<file path="config.mk">
export PLATFORM = sky130hd
export DESIGN_NAME = lcs_ctrl_sym
export DESIGN_NICKNAME = d
export VERILOG_FILES = /design/src/inc/lcs_pkg.sv /design/src/design/lcs_ctrl_sym.sv
export SDC_FILE = /design/constraint.sdc
export NUM_CORES = 1
export LEC_CHECK = 0
export BUFFER_PORTS_ARGS = -buffer_cell sky130_fd_sc_hd__buf_4
export CORE_ASPECT_RATIO = 0.6
export CORE_MARGIN = 1.5
export CORE_UTILIZATION = 50
export DETAILED_ROUTE_END_ITERATION = 8
export GPL_TIMING_DRIVEN = 0
export PLACE_DENSITY = 0.8
export SYNTH_ARGS = -nofsm -noshare
export SYNTH_HDL_FRONTEND = slang
export SYNTH_SLANG_ARGS = --single-unit
</file>
<file path="constraint.sdc">
create_clock -name clock -period 2.2 [get_ports clock]
set_input_delay 0.44 -clock clock [delete_from_list [all_inputs] [get_ports clock]]
set_output_delay 0.44 -clock clock [all_outputs]
set_load 0.03 [all_outputs]
</file>
<file path="src/inc/lcs_pkg.sv">
/*
 Shared types and constants for the link control symbol command and CRC block.
 Assumes a 24-bit control symbol whose bit 0 is the most significant bit of the word.
*/
package lcs_pkg;

    // ==========================================================
    // Symbol field encodings
    localparam logic [2:0] ST1_EOP = 3'h2;
    localparam logic [2:0] ST1_RETRY = 3'h3;
    localparam logic [2:0] ST1_LREQ = 3'h4;
    localparam logic [2:0] ST1_MCAST = 3'h5;
    localparam logic [2:0] ST1_NOP = 3'h7;
    localparam logic [2:0] CMD_RST_DEV = 3'h3;
    localparam logic [2:0] CMD_IN_STAT = 3'h4;
    localparam logic [2:0] CMD_NONE = 3'h0;
    // Primary types used here; values are a free choice of this block
    localparam logic [2:0] ST0_STATUS = 3'h4;
    localparam logic [2:0] ST0_LRESP = 3'h6;
    localparam logic [4:0] PST_OK = 5'h10;
    localparam int RST_CMD_COUNT = 4;

    // ==========================================================
    // Reset values
    localparam logic [4:0] RST_ACK = 5'h00;
    localparam logic [4:0] RST_STAT = 5'h00;

    // ==========================================================
    // Types
    typedef struct packed
    {
        logic [2:0] primary_symbol_type;
        logic [4:0] param0;
        logic [4:0] param1;
        logic [2:0] secondary_symbol_type;
        logic [2:0] cmd;
        logic [4:0] crc;
    } lcs_sym_t;

    typedef enum logic [1:0]
    {
        RSP_IDLE = 2'b00,
        RSP_FLUSH = 2'b01,
        RSP_SEND = 2'b10
    } lcs_rsp_t;

endpackage

</file>
<file path="src/design/lcs_ctrl_sym.sv">
/*
 Control symbol command handling: receive check and decode of secondary functions,
 reset lockout, input-status answer and CRC sealing of outgoing symbols.
 Assumes symbol input, port state and transmit sink all run on clock.
*/
`timescale 1ns/100ps
module lcs_ctrl_sym
#(
    parameter int ACK_W = 5,
    parameter int RST_CNT = lcs_pkg::RST_CMD_COUNT
)
(
    input wire logic clock,
    input wire logic sys_rst,
    input wire logic rx_valid,
    input wire lcs_pkg::lcs_sym_t rx_sym,
    input wire logic rx_pkt_data,
    input wire logic retry_req,
    input wire logic port_err,
    input wire logic [4:0] port_status,
    input wire logic [ACK_W-1:0] exp_ack_tag,
    output logic pkt_accept,
    output logic pkt_abort,
    output logic restart_err,
    output logic dev_reset,
    output logic mcast_event,
    output logic eop_seen,
    output logic crc_err,
    output logic flush_req,
    input wire logic flush_done,
    input wire logic usr_valid,
    input wire lcs_pkg::lcs_sym_t usr_sym,
    output logic usr_ready,
    output logic usr_reject,
    output logic tx_valid,
    output lcs_pkg::lcs_sym_t tx_sym,
    input wire logic tx_ready
);
    import lcs_pkg::*;

    // ==========================================================
    // Parameter checks
    if (ACK_W < 1 || ACK_W > 5)
    begin : g_bad_ack
        $error("ACK_W must be 1 to 5");
    end
    if (RST_CNT < 2 || RST_CNT > 16)
    begin : g_bad_cnt
        $error("RST_CNT must be 2 to 16");
    end

    localparam int CW = $clog2(RST_CNT);
    localparam logic [CW-1:0] CNT_LAST = CW'(RST_CNT - 1);

    // ==========================================================
    // CRC
    // Single stage, preset and trailing zero folded in
    function automatic logic [4:0] crc5(input logic [0:18] d);
        logic [4:0] c;
        c[4] = d[0]^d[2]^d[3]^d[4]^d[9]^d[11]^d[14]^d[15]^d[17]^d[18];
        c[3] = d[1]^d[2]^d[3]^d[8]^d[10]^d[13]^d[14]^d[16]^d[17]^~d[18];
        c[2] = d[1]^d[3]^d[4]^d[7]^d[11]^d[12]^d[13]^d[14]^d[16]^~d[18];
        c[1] = d[0]^d[2]^d[3]^d[6]^d[10]^d[11]^d[12]^d[13]^d[15]^d[17]^~d[18];
        c[0] = d[0]^d[1]^d[3]^d[4]^d[5]^d[10]^d[12]^d[15]^d[16]^d[18];
        // c0 lands in bit 19, c4 in bit 23
        return {c[0], c[1], c[2], c[3], c[4]};
    endfunction

    // Append check bits over symbol bits 0 to 18
    function automatic lcs_sym_t seal(input lcs_sym_t s);
        lcs_sym_t r;
        r = s;
        r.crc = crc5(s[23:5]);
        return r;
    endfunction

    // ==========================================================
    // Receive decode
    logic crc_ok;
    logic rx_ok;
    logic is_rfr;
    logic is_lreq;
    logic is_rst;
    logic is_ist;
    logic is_mcast;
    logic status_only;
    logic rst_fire;
    logic [CW-1:0] rst_cnt_ff;
    lcs_rsp_t rsp_ff;

    // Checked symbol and its secondary function
    assign crc_ok = (crc5(rx_sym[23:5]) == rx_sym.crc);
    assign rx_ok = rx_valid & crc_ok;
    assign is_rfr = rx_sym.secondary_symbol_type == ST1_RETRY;
    assign is_lreq = rx_sym.secondary_symbol_type == ST1_LREQ;
    assign is_mcast = rx_sym.secondary_symbol_type == ST1_MCAST;
    assign is_rst = is_lreq & (rx_sym.cmd == CMD_RST_DEV);
    assign is_ist = is_lreq & (rx_sym.cmd == CMD_IN_STAT);
    assign status_only = (rx_sym.primary_symbol_type == ST0_STATUS) &
        (rx_sym.secondary_symbol_type == ST1_NOP);
    // Last reset-device of an unbroken run
    assign rst_fire = rx_ok & is_rst & ~rx_pkt_data & (rst_cnt_ff == CNT_LAST);

    // ==========================================================
    // Reset lockout counter
    always_ff @(posedge clock or posedge sys_rst)
    begin
        if (sys_rst)
        begin
            rst_cnt_ff <= '0;
        end
        else if (rx_pkt_data || rst_fire)
        begin
            rst_cnt_ff <= '0;
        end
        else if (rx_ok)
        begin
            if (is_rst)
            begin
                rst_cnt_ff <= rst_cnt_ff + 1'b1;
            end
            else if (!status_only)
            begin
                rst_cnt_ff <= '0;
            end
        end
    end

    // ==========================================================
    // Event pulses to the port
    always_ff @(posedge clock or posedge sys_rst)
    begin
        if (sys_rst)
        begin
            pkt_abort <= 1'b0;
            restart_err <= 1'b0;
            dev_reset <= 1'b0;
            mcast_event <= 1'b0;
            eop_seen <= 1'b0;
            crc_err <= 1'b0;
        end
        else
        begin
            pkt_abort <= rx_ok & (is_rfr | is_lreq);
            restart_err <= rx_ok & is_ist & port_err;
            dev_reset <= rst_fire;
            mcast_event <= rx_ok & is_mcast;
            eop_seen <= rx_ok & (rx_sym.secondary_symbol_type == ST1_EOP);
            crc_err <= rx_valid & ~crc_ok;
        end
    end

    // ==========================================================
    // Retry-stopped input state; device reset beats a retry, a retry beats a restart
    logic retry_stop_ff;

    always_ff @(posedge clock or posedge sys_rst)
    begin
        if (sys_rst)
        begin
            retry_stop_ff <= 1'b0;
        end
        else if (rst_fire)
        begin
            retry_stop_ff <= 1'b0;
        end
        else if (retry_req)
        begin
            retry_stop_ff <= 1'b1;
        end
        else if (rx_ok && is_rfr)
        begin
            retry_stop_ff <= 1'b0;
        end
    end

    assign pkt_accept = ~retry_stop_ff;

    // ==========================================================
    // Input-status answer sequencer
    logic [4:0] cap_ack_ff;
    logic [4:0] cap_stat_ff;
    logic slot_free;
    logic rsp_go;
    logic ist_take;

    assign slot_free = ~tx_valid | tx_ready;
    assign rsp_go = (rsp_ff == RSP_SEND) & slot_free;
    assign ist_take = rx_ok & is_ist & (rsp_ff == RSP_IDLE);

    // Flush first, then one link-response; reset-device never enters
    always_ff @(posedge clock or posedge sys_rst)
    begin
        if (sys_rst)
        begin
            rsp_ff <= RSP_IDLE;
            flush_req <= 1'b0;
        end
        else if (rst_fire)
        begin
            rsp_ff <= RSP_IDLE;
            flush_req <= 1'b0;
        end
        else
        begin
            case (rsp_ff)
                RSP_IDLE:
                begin
                    if (ist_take)
                    begin
                        rsp_ff <= RSP_FLUSH;
                        flush_req <= 1'b1;
                    end
                end
                RSP_FLUSH:
                begin
                    if (flush_done)
                    begin
                        rsp_ff <= RSP_SEND;
                        flush_req <= 1'b0;
                    end
                end
                RSP_SEND:
                begin
                    if (slot_free)
                    begin
                        rsp_ff <= RSP_IDLE;
                    end
                end
                default:
                begin
                    rsp_ff <= RSP_IDLE;
                    flush_req <= 1'b0;
                end
            endcase
        end
    end

    // Port state as seen when the request arrived
    always_ff @(posedge clock or posedge sys_rst)
    begin
        if (sys_rst)
        begin
            cap_ack_ff <= RST_ACK;
            cap_stat_ff <= RST_STAT;
        end
        else if (ist_take)
        begin
            cap_ack_ff <= 5'(exp_ack_tag);
            cap_stat_ff <= port_status;
        end
    end

    // ==========================================================
    // Transmit slot
    logic usr_bad;
    logic usr_take;
    lcs_sym_t rsp_sym;

    assign usr_ready = slot_free & (rsp_ff != RSP_SEND);
    assign usr_take = usr_valid & usr_ready;
    // Reserved link-request commands never leave the port
    assign usr_bad = (usr_sym.secondary_symbol_type == ST1_LREQ) &
        (usr_sym.cmd != CMD_RST_DEV) & (usr_sym.cmd != CMD_IN_STAT);
    assign rsp_sym = '{primary_symbol_type: ST0_LRESP, param0: cap_ack_ff,
        param1: cap_stat_ff, secondary_symbol_type: ST1_NOP, cmd: CMD_NONE, crc: 5'h00};

    // Response first, then user symbols, all sealed
    always_ff @(posedge clock or posedge sys_rst)
    begin
        if (sys_rst)
        begin
            tx_valid <= 1'b0;
            tx_sym <= '0;
            usr_reject <= 1'b0;
        end
        else
        begin
            usr_reject <= usr_take & usr_bad;
            if (rsp_go)
            begin
                tx_valid <= 1'b1;
                tx_sym <= seal(rsp_sym);
            end
            else if (usr_take && !usr_bad)
            begin
                tx_valid <= 1'b1;
                tx_sym <= seal(usr_sym);
            end
            else if (tx_ready)
            begin
                tx_valid <= 1'b0;
            end
        end
    end
endmodule

</file>
==> results of run 1 <==
cell families (layout without fill, tap and decap cells):
family          count (synthesis)  after routing  share of synthesized area
fa+ha+maj                       2              2                   0.008535
compound gates                 38             38                    0.08622
mux                            13             13                    0.06445
simple gates                   86             86                     0.1460
buf+inv                        24            135                    0.03627
xor+xnor                       62             62                     0.2488
flops                          48             48                     0.4097
per-layer routing:
metal | vias up | routed length [microns] | GRT usage
li1 | 1145 | - | -
met4 | 0 | 57 | 0.04623
met1 | 1191 | 3659 | 0.3907
met2 | 99 | 3473 | 0.3808
met3 | 6 | 640 | 0.05631
met5 | - | 0 | 0
registers in the layout, summed over array words and instances, names as in the netlist, 2 cells and up:
register	count
cap_stat_ff	5
rsp_ff	2
rst_cnt_ff	2
tx_sym	24
cap_ack_ff	5
per-stage QoR:
stage               TNS [ns]  hold WS, ns  setup slack [ns]  total power, mW
finish               -0.1730      0.05986          -0.03641            2.919
global route         -0.9494      0.06891           -0.1107            3.053
CTS                  -0.3354      0.06301          -0.05502            2.866
detailed placement    -9.949       0.3877           -0.5030            2.242
global placement      -8.712       0.4822           -0.4521            2.208
floorplan             -1.292       0.4545           -0.1434            1.838
cells in the final DEF, fill, tap and decap left out, types with 9 or more instances in the layout:
cell type and count:
o22ai_1 10, buf_6 9, xnor2_1 33, nor2_1 32
buf_4 94, mux2_4 9, dfrtp_1 48, inv_1 11
nand2_1 21
path summary, 6_finish.rpt:
path | startpoint | endpoint | slack, ns
min | sys_rst | tx_sym[8] | 0.06
min reg2reg | tx_sym[5] | tx_sym[5] | 0.51
max | rx_sym[21] | cap_stat_ff[0] | -0.04
max in group asynchronous | sys_rst | cap_stat_ff[2] | 1.66
min in group clock | exp_ack_tag[0] | cap_ack_ff[0] | 0.36
max reg2reg | tx_valid | tx_sym[2] | 0.27
Yosys cell counts (3+ instances only):
cell / n
a21oi_1: 4
a31oi_1: 5
and3_1: 3
clkbuf_1: 6
dfrtp_1: 48
inv_1: 14
mux2_4: 9
nand2_1: 21
nand3_1: 8
nor2_1: 32
nor3_1: 4
o211ai_1: 4
o21ai_0: 6
o22ai_1: 10
xnor2_1: 40
xnor3_1: 10
xor2_1: 8
timing repair:
action | CTS | global route
endpoints found under the setup margin | 11 | 31
pin swaps | 7 | 10
endpoints found under the hold margin | 0 | 0
buffers inserted | 7 | 0
gates cloned | 1 | 0
gates resized for setup | 9 | 24
power by group:
| group | total (mW) | switching, mW | leakage, nW | internal [mW] |
|---|---|---|---|---|
| logic | 1.30 | 0.683 | 1.34 | 0.617 |
| clock network | 0.554 | 0.302 | 0.0510 | 0.252 |
| registers | 1.06 | 0.0710 | 0.597 | 0.994 |
| total | 2.92 | 1.06 | 1.99 | 1.86 |
cell type report:
cell class | count | area [sq um] | share of cell area
Multi-Input combinational cell | 201 | 1738 | 0.4259
Sequential cell | 48 | 1201 | 0.2944
Tap cell | 80 | 100.1 | 0.02453
Timing Repair Buffer | 103 | 819.5 | 0.2009
Inverter | 14 | 57.56 | 0.01411
Clock buffer | 6 | 82.58 | 0.02024
Buffer | 10 | 71.32 | 0.01748
Clock inverter | 2 | 10.01 | 0.002453
==> flow_summary.json, run 1 <==
{
  "via_per_inst": 5.261,
  "gp_congestion": 0.8599,
  "slowest_stage": "nor4bb_4",
  "cpMostUsedCell": "xnor3_1",
  "cpLargestDelayFamily": "simple AND/OR/NAND/NOR gates",
  "path_class": "input pin to flop",
  "cpPeakStageDelay_ns": 0.39,
  "start_util": 0.5214,
  "yosysTopAreaCell": "dfrtp_1",
  "postPlaceCellArea_sq_um": 3791,
  "syn_nets": 342,
  "tightest_slew_ns": 0.7067,
  "drt_first_pass_iters": 5,
  "clock_sinks": 48,
  "ys_seq_area_frac": 0.4097,
  "drtIter0Drc": 135,
  "synth.distinct_cells": 49,
  "ys.flop_type": "dfrtp_1",
  "status": "finished, violations left",
  "track_usage": 0.2568,
  "cts-htree-levels": 2,
  "timing.critical_path.cells": "buf_4 -> inv_4 -> ha_4 -> xnor3_1 -> xnor3_1 -> and2_4 -> mux2i_4 -> nor4bb_4 -> buf_6 -> mux2_4",
  "io_pins": 102,
  "io_buffers": 94,
  "clock_latency_ns": 0.30,
  "syn_inst": 273,
  "hold_viol_final": 0,
  "grt_pass1_vias": 2413,
  "syn_area_sq_um": 2932,
  "powerDensity_nw_per_um2": 715.5,
  "crit_required_ns": 2.38,
  "synth_edf_count": 0,
  "place_hpwl_microns": 5871,
  "violations": "negative setup slack",
  "cap_violations": 0,
  "die_width_microns": 101.9,
  "fin_cells": 464,
  "antenna_found_initial": 0,
  "hp-class": "input pin to asynchronous set/reset pin",
  "dieArea_sq_um": 6346,
  "period_needed_ns": 2.236,
  "setup_slack_ns": -0.03641,
  "postRouteAntennaNets": 0,
  "path_depth": 10,
  "path_clk_slew_ns": 0.09,
  "final_util": 0.7256,
  "grt_pass1_wl_microns": 12300,
  "fin_area_sq_um": 4080,
  "nFillCells": 406,
  "placed_cells": 448,
  "syn2layout_area_growth_pct": 39.18,
  "synth_area_per_cell_sq_um": 10.74,
  "cp-end-kind": "flop",
  "drive_gt1_frac": 0.4036,
  "path_buf_inv": 3,
  "cts_root_buffer": "clkbuf_8",
  "cts_buffer_depth": 2,
  "setup_viol": 10,
  "power.leakage_nw": 1.988,
  "yosysWarnings": 0,
  "die_h_microns": 62.31,
  "synth_area_leaders": "dfrtp_1, xnor2_1, xnor3_1, mux2_4, nor2_1",
  "wl_per_cell_microns": 16.88,
  "synth_top_area_frac": 0.4097,
  "vias": 2441,
  "reg2regPathDepth": 6,
  "ir_worst_vdd_mv": 0.3875,
  "core_sq_um": 5623,
  "tritoncts": "done",
  "fmax_ghz": 0.4471,
  "overflow": 0,
  "skew_ns": 0.01057,
  "final_nets": 452,
  "cts_hold_buf": 0,
  "ys_ff_latch": 48,
  "final_max_slew_viol_count": 0,
  "fin_crit_sh": 1.017,
  "async_reset_ff_frac": 1.000,
  "grt_start_max_net_pins": 39,
  "routed_wl_microns": 7831,
  "antennaDiodeCount": 0,
  "crit_path_max_fanout": 5,
  "max_slew_margin": 0.5252,
  "cts-buffers-inserted": 5,
  "row_count": 21,
  "cp-start-kind": "input pin",
  "rsz0062_at_grt": "true",
  "drcViolationCount": 0,
  "arrival_ns": 2.42
}
Power figures use the tool's default switching activity.
==> inputs of run 2 (changes only) <==
--- a/config.mk
+++ b/config.mk
@@ -6,7 +6,7 @@
 export NUM_CORES = 1
 export LEC_CHECK = 0
 export BUFFER_PORTS_ARGS = -buffer_cell sky130_fd_sc_hd__buf_4
-export CORE_ASPECT_RATIO = 0.6
+export CORE_ASPECT_RATIO = 0.5
 export CORE_MARGIN = 1.5
 export CORE_UTILIZATION = 50
 export DETAILED_ROUTE_END_ITERATION = 8
==> run 2 against run 1 <==
  * The flow still finishes with violations (negative setup slack)
  * Final area is 0.21% higher
  * First-iteration DRC count is 29% higher
  * Highest routed layer unchanged
  * Largest power group unchanged
  * Worst setup slack better by 0.010 ns
  * Worst hold slack better by 0.047 ns
  * Clock power is 53% higher
  * Routed wire length is 10% lower
==> flow_summary.json, run 2 (synthesis gave the netlist of run 1 again) <==
{
  "status": "finished, violations left",
  "violations": "negative setup slack",
  "dp_slack_ns": -0.4654,
  "wl_per_cell_microns": 15.53,
  "ir_worst_vdd_mv": 0.4357,
  "antenna_found_initial": 0,
  "max_slew_margin": 0.6895,
  "path_clk_slew_ns": 0.06,
  "reg2regPathDepth": 6,
  "hold_viol_final": 0,
  "power.leakage_nw": 1.993,
  "crit_start": "rx_sym[11]",
  "cp-start-kind": "input pin",
  "start_util": 0.5270,
  "final.setup.tns_ns": -0.1938,
  "hp-class": "input pin to asynchronous set/reset pin",
  "die_h_microns": 57.15,
  "powerDensity_nw_per_um2": 763.9,
  "io_buffers": 94,
  "layout_commonest_cell": "buf_4",
  "setup_viol": 9,
  "top_regs": "tx_sym (24), cap_ack_ff (5), cap_stat_ff (5)",
  "ff2ff_setup_slack_ns": 0.22,
  "arrival_ns": 2.39,
  "drtIter0Drc": 174,
  "setup_slack_ns": -0.02595,
  "clock_sinks": 48,
  "fmax_ghz": 0.4492,
  "cap_violations": 0,
  "core_sq_um": 5563,
  "cp-end-kind": "flop",
  "cts-buffers-inserted": 5,
  "cts_buffer_depth": 2,
  "rsz0062_at_grt": "true",
  "cts_root_buffer": "clkbuf_16",
  "gp_congestion": 0.8238,
  "r2r_start": "rsp_ff[1]",
  "syn2layout_area_growth_pct": 39.48,
  "routed_wl_microns": 7035,
  "via_per_inst": 5.241,
  "nFillCells": 406,
  "tightest_slew_ns": 0.4658,
  "grt_pass1_vias": 2397,
  "crit_path_max_fanout": 5,
  "final_max_slew_viol_count": 0,
  "grt_pass1_wl_microns": 11750,
  "dieArea_sq_um": 6359,
  "path_class": "input pin to flop",
  "drive_gt1_frac": 0.3842,
  "period_needed_ns": 2.226,
  "register_area_sq_um": 1201,
  "skew_ns": 0.005304,
  "cts-htree-levels": 2,
  "place_hpwl_microns": 5344,
  "largest_reg_flops": 24,
  "die_width_microns": 111.3,
  "row_count": 19,
  "crit_path_end": "cap_stat_ff[2]",
  "crit_required_ns": 2.37,
  "tritoncts": "done",
  "grt_start_max_net_pins": 36,
  "layout_common_cells": "buf_4, dfrtp_1, xnor2_1, nor2_1, nand2_1",
  "vias": 2374,
  "overflow": 0,
  "multi_input_comb_area_sq_um": 1728,
  "drt_first_pass_iters": 4,
  "track_usage": 0.2339,
  "total_power_mw": 3.124,
  "io_pins": 102,
  "fin_crit_sh": 1.012,
  "final_nets": 448,
  "antennaDiodeCount": 0,
  "clock_latency_ns": 0.28,
  "drcViolationCount": 0,
  "worst_r2r_endpoint": "tx_sym[13]",
  "regMostFlops": "tx_sym",
  "postRouteAntennaNets": 0
}
## run 2: worst min path at each step
stage / from / to / slack [ns] / depth (start not counted)
finish: sys_rst / restart_err / 0.11 / 2
global placement: tx_sym[10] / tx_sym[10] / 0.48 / 1
global route: sys_rst / restart_err / 0.13 / 2
detailed placement: sys_rst / restart_err / 0.42 / 2
CTS: sys_rst / restart_err / 0.11 / 2
floorplan: rsp_ff[1] / rsp_ff[0] / 0.45 / 1
## run 2: area by class of cell
type,count,share of cell area
buffer,9,0.01591
sequential,48,0.2938
clock buffer,6,0.03152
multi-input combinational,201,0.4226
tap,73,0.02234
clock inverter,2,0.008568
timing repair buffer,100,0.1912
inverter,14,0.01408
## run 2: power breakdown
group	internal [mW]	switching (mW)	leakage [nW]	total, mW
Combinational	0.572	0.640	1.32	1.21
Sequential	0.996	0.0707	0.597	1.07
Clock	0.534	0.311	0.0808	0.845
## run 2: stage by stage
step | util | hold WS, ns | instance area [sq um] | std cells
after floorplan | - | 0.4545 | 2965 | 273
final | 0.7350 | 0.1071 | 4089 | 453
after CTS | 0.7281 | 0.1146 | 4050 | 454
after detailed placement | 0.6799 | 0.4179 | 3782 | 441
after global routing | 0.7350 | 0.1295 | 4089 | 453
after global placement | 0.6763 | 0.4818 | 3762 | 440
## run 2: critical path: stages
cell	delay [ns]
buf_4	0.13
xnor2_1	0.22
xnor3_1	0.37
nor3_2	0.25
o21ai_4	0.09
nor4bb_4	0.39
buf_6	0.19
mux2_4	0.30
## run 2: routing by layer
| layer | global-route usage | vias to the layer above | part of all wire |
|---|---|---|---|
| met2 | 0.4145 | 82 | 0.52 |
| met4 | 0.04882 | 0 | 0.0075 |
| li1 | - | 1146 | - |
| met5 | 0 | - | 0 |
| met3 | 0.04888 | 9 | 0.053 |
| met1 | 0.3045 | 1137 | 0.42 |
## run 2: timing repair
action                                 in CTS  in global routing
pin swaps                                   8                  4
endpoints found under the hold margin       0                  0
setup endpoints to repair                  10                 25
hold buffers                                0                  0
gates resized for setup                    14                  7
setup buffers                               4                  0
cloned                                      1                  0
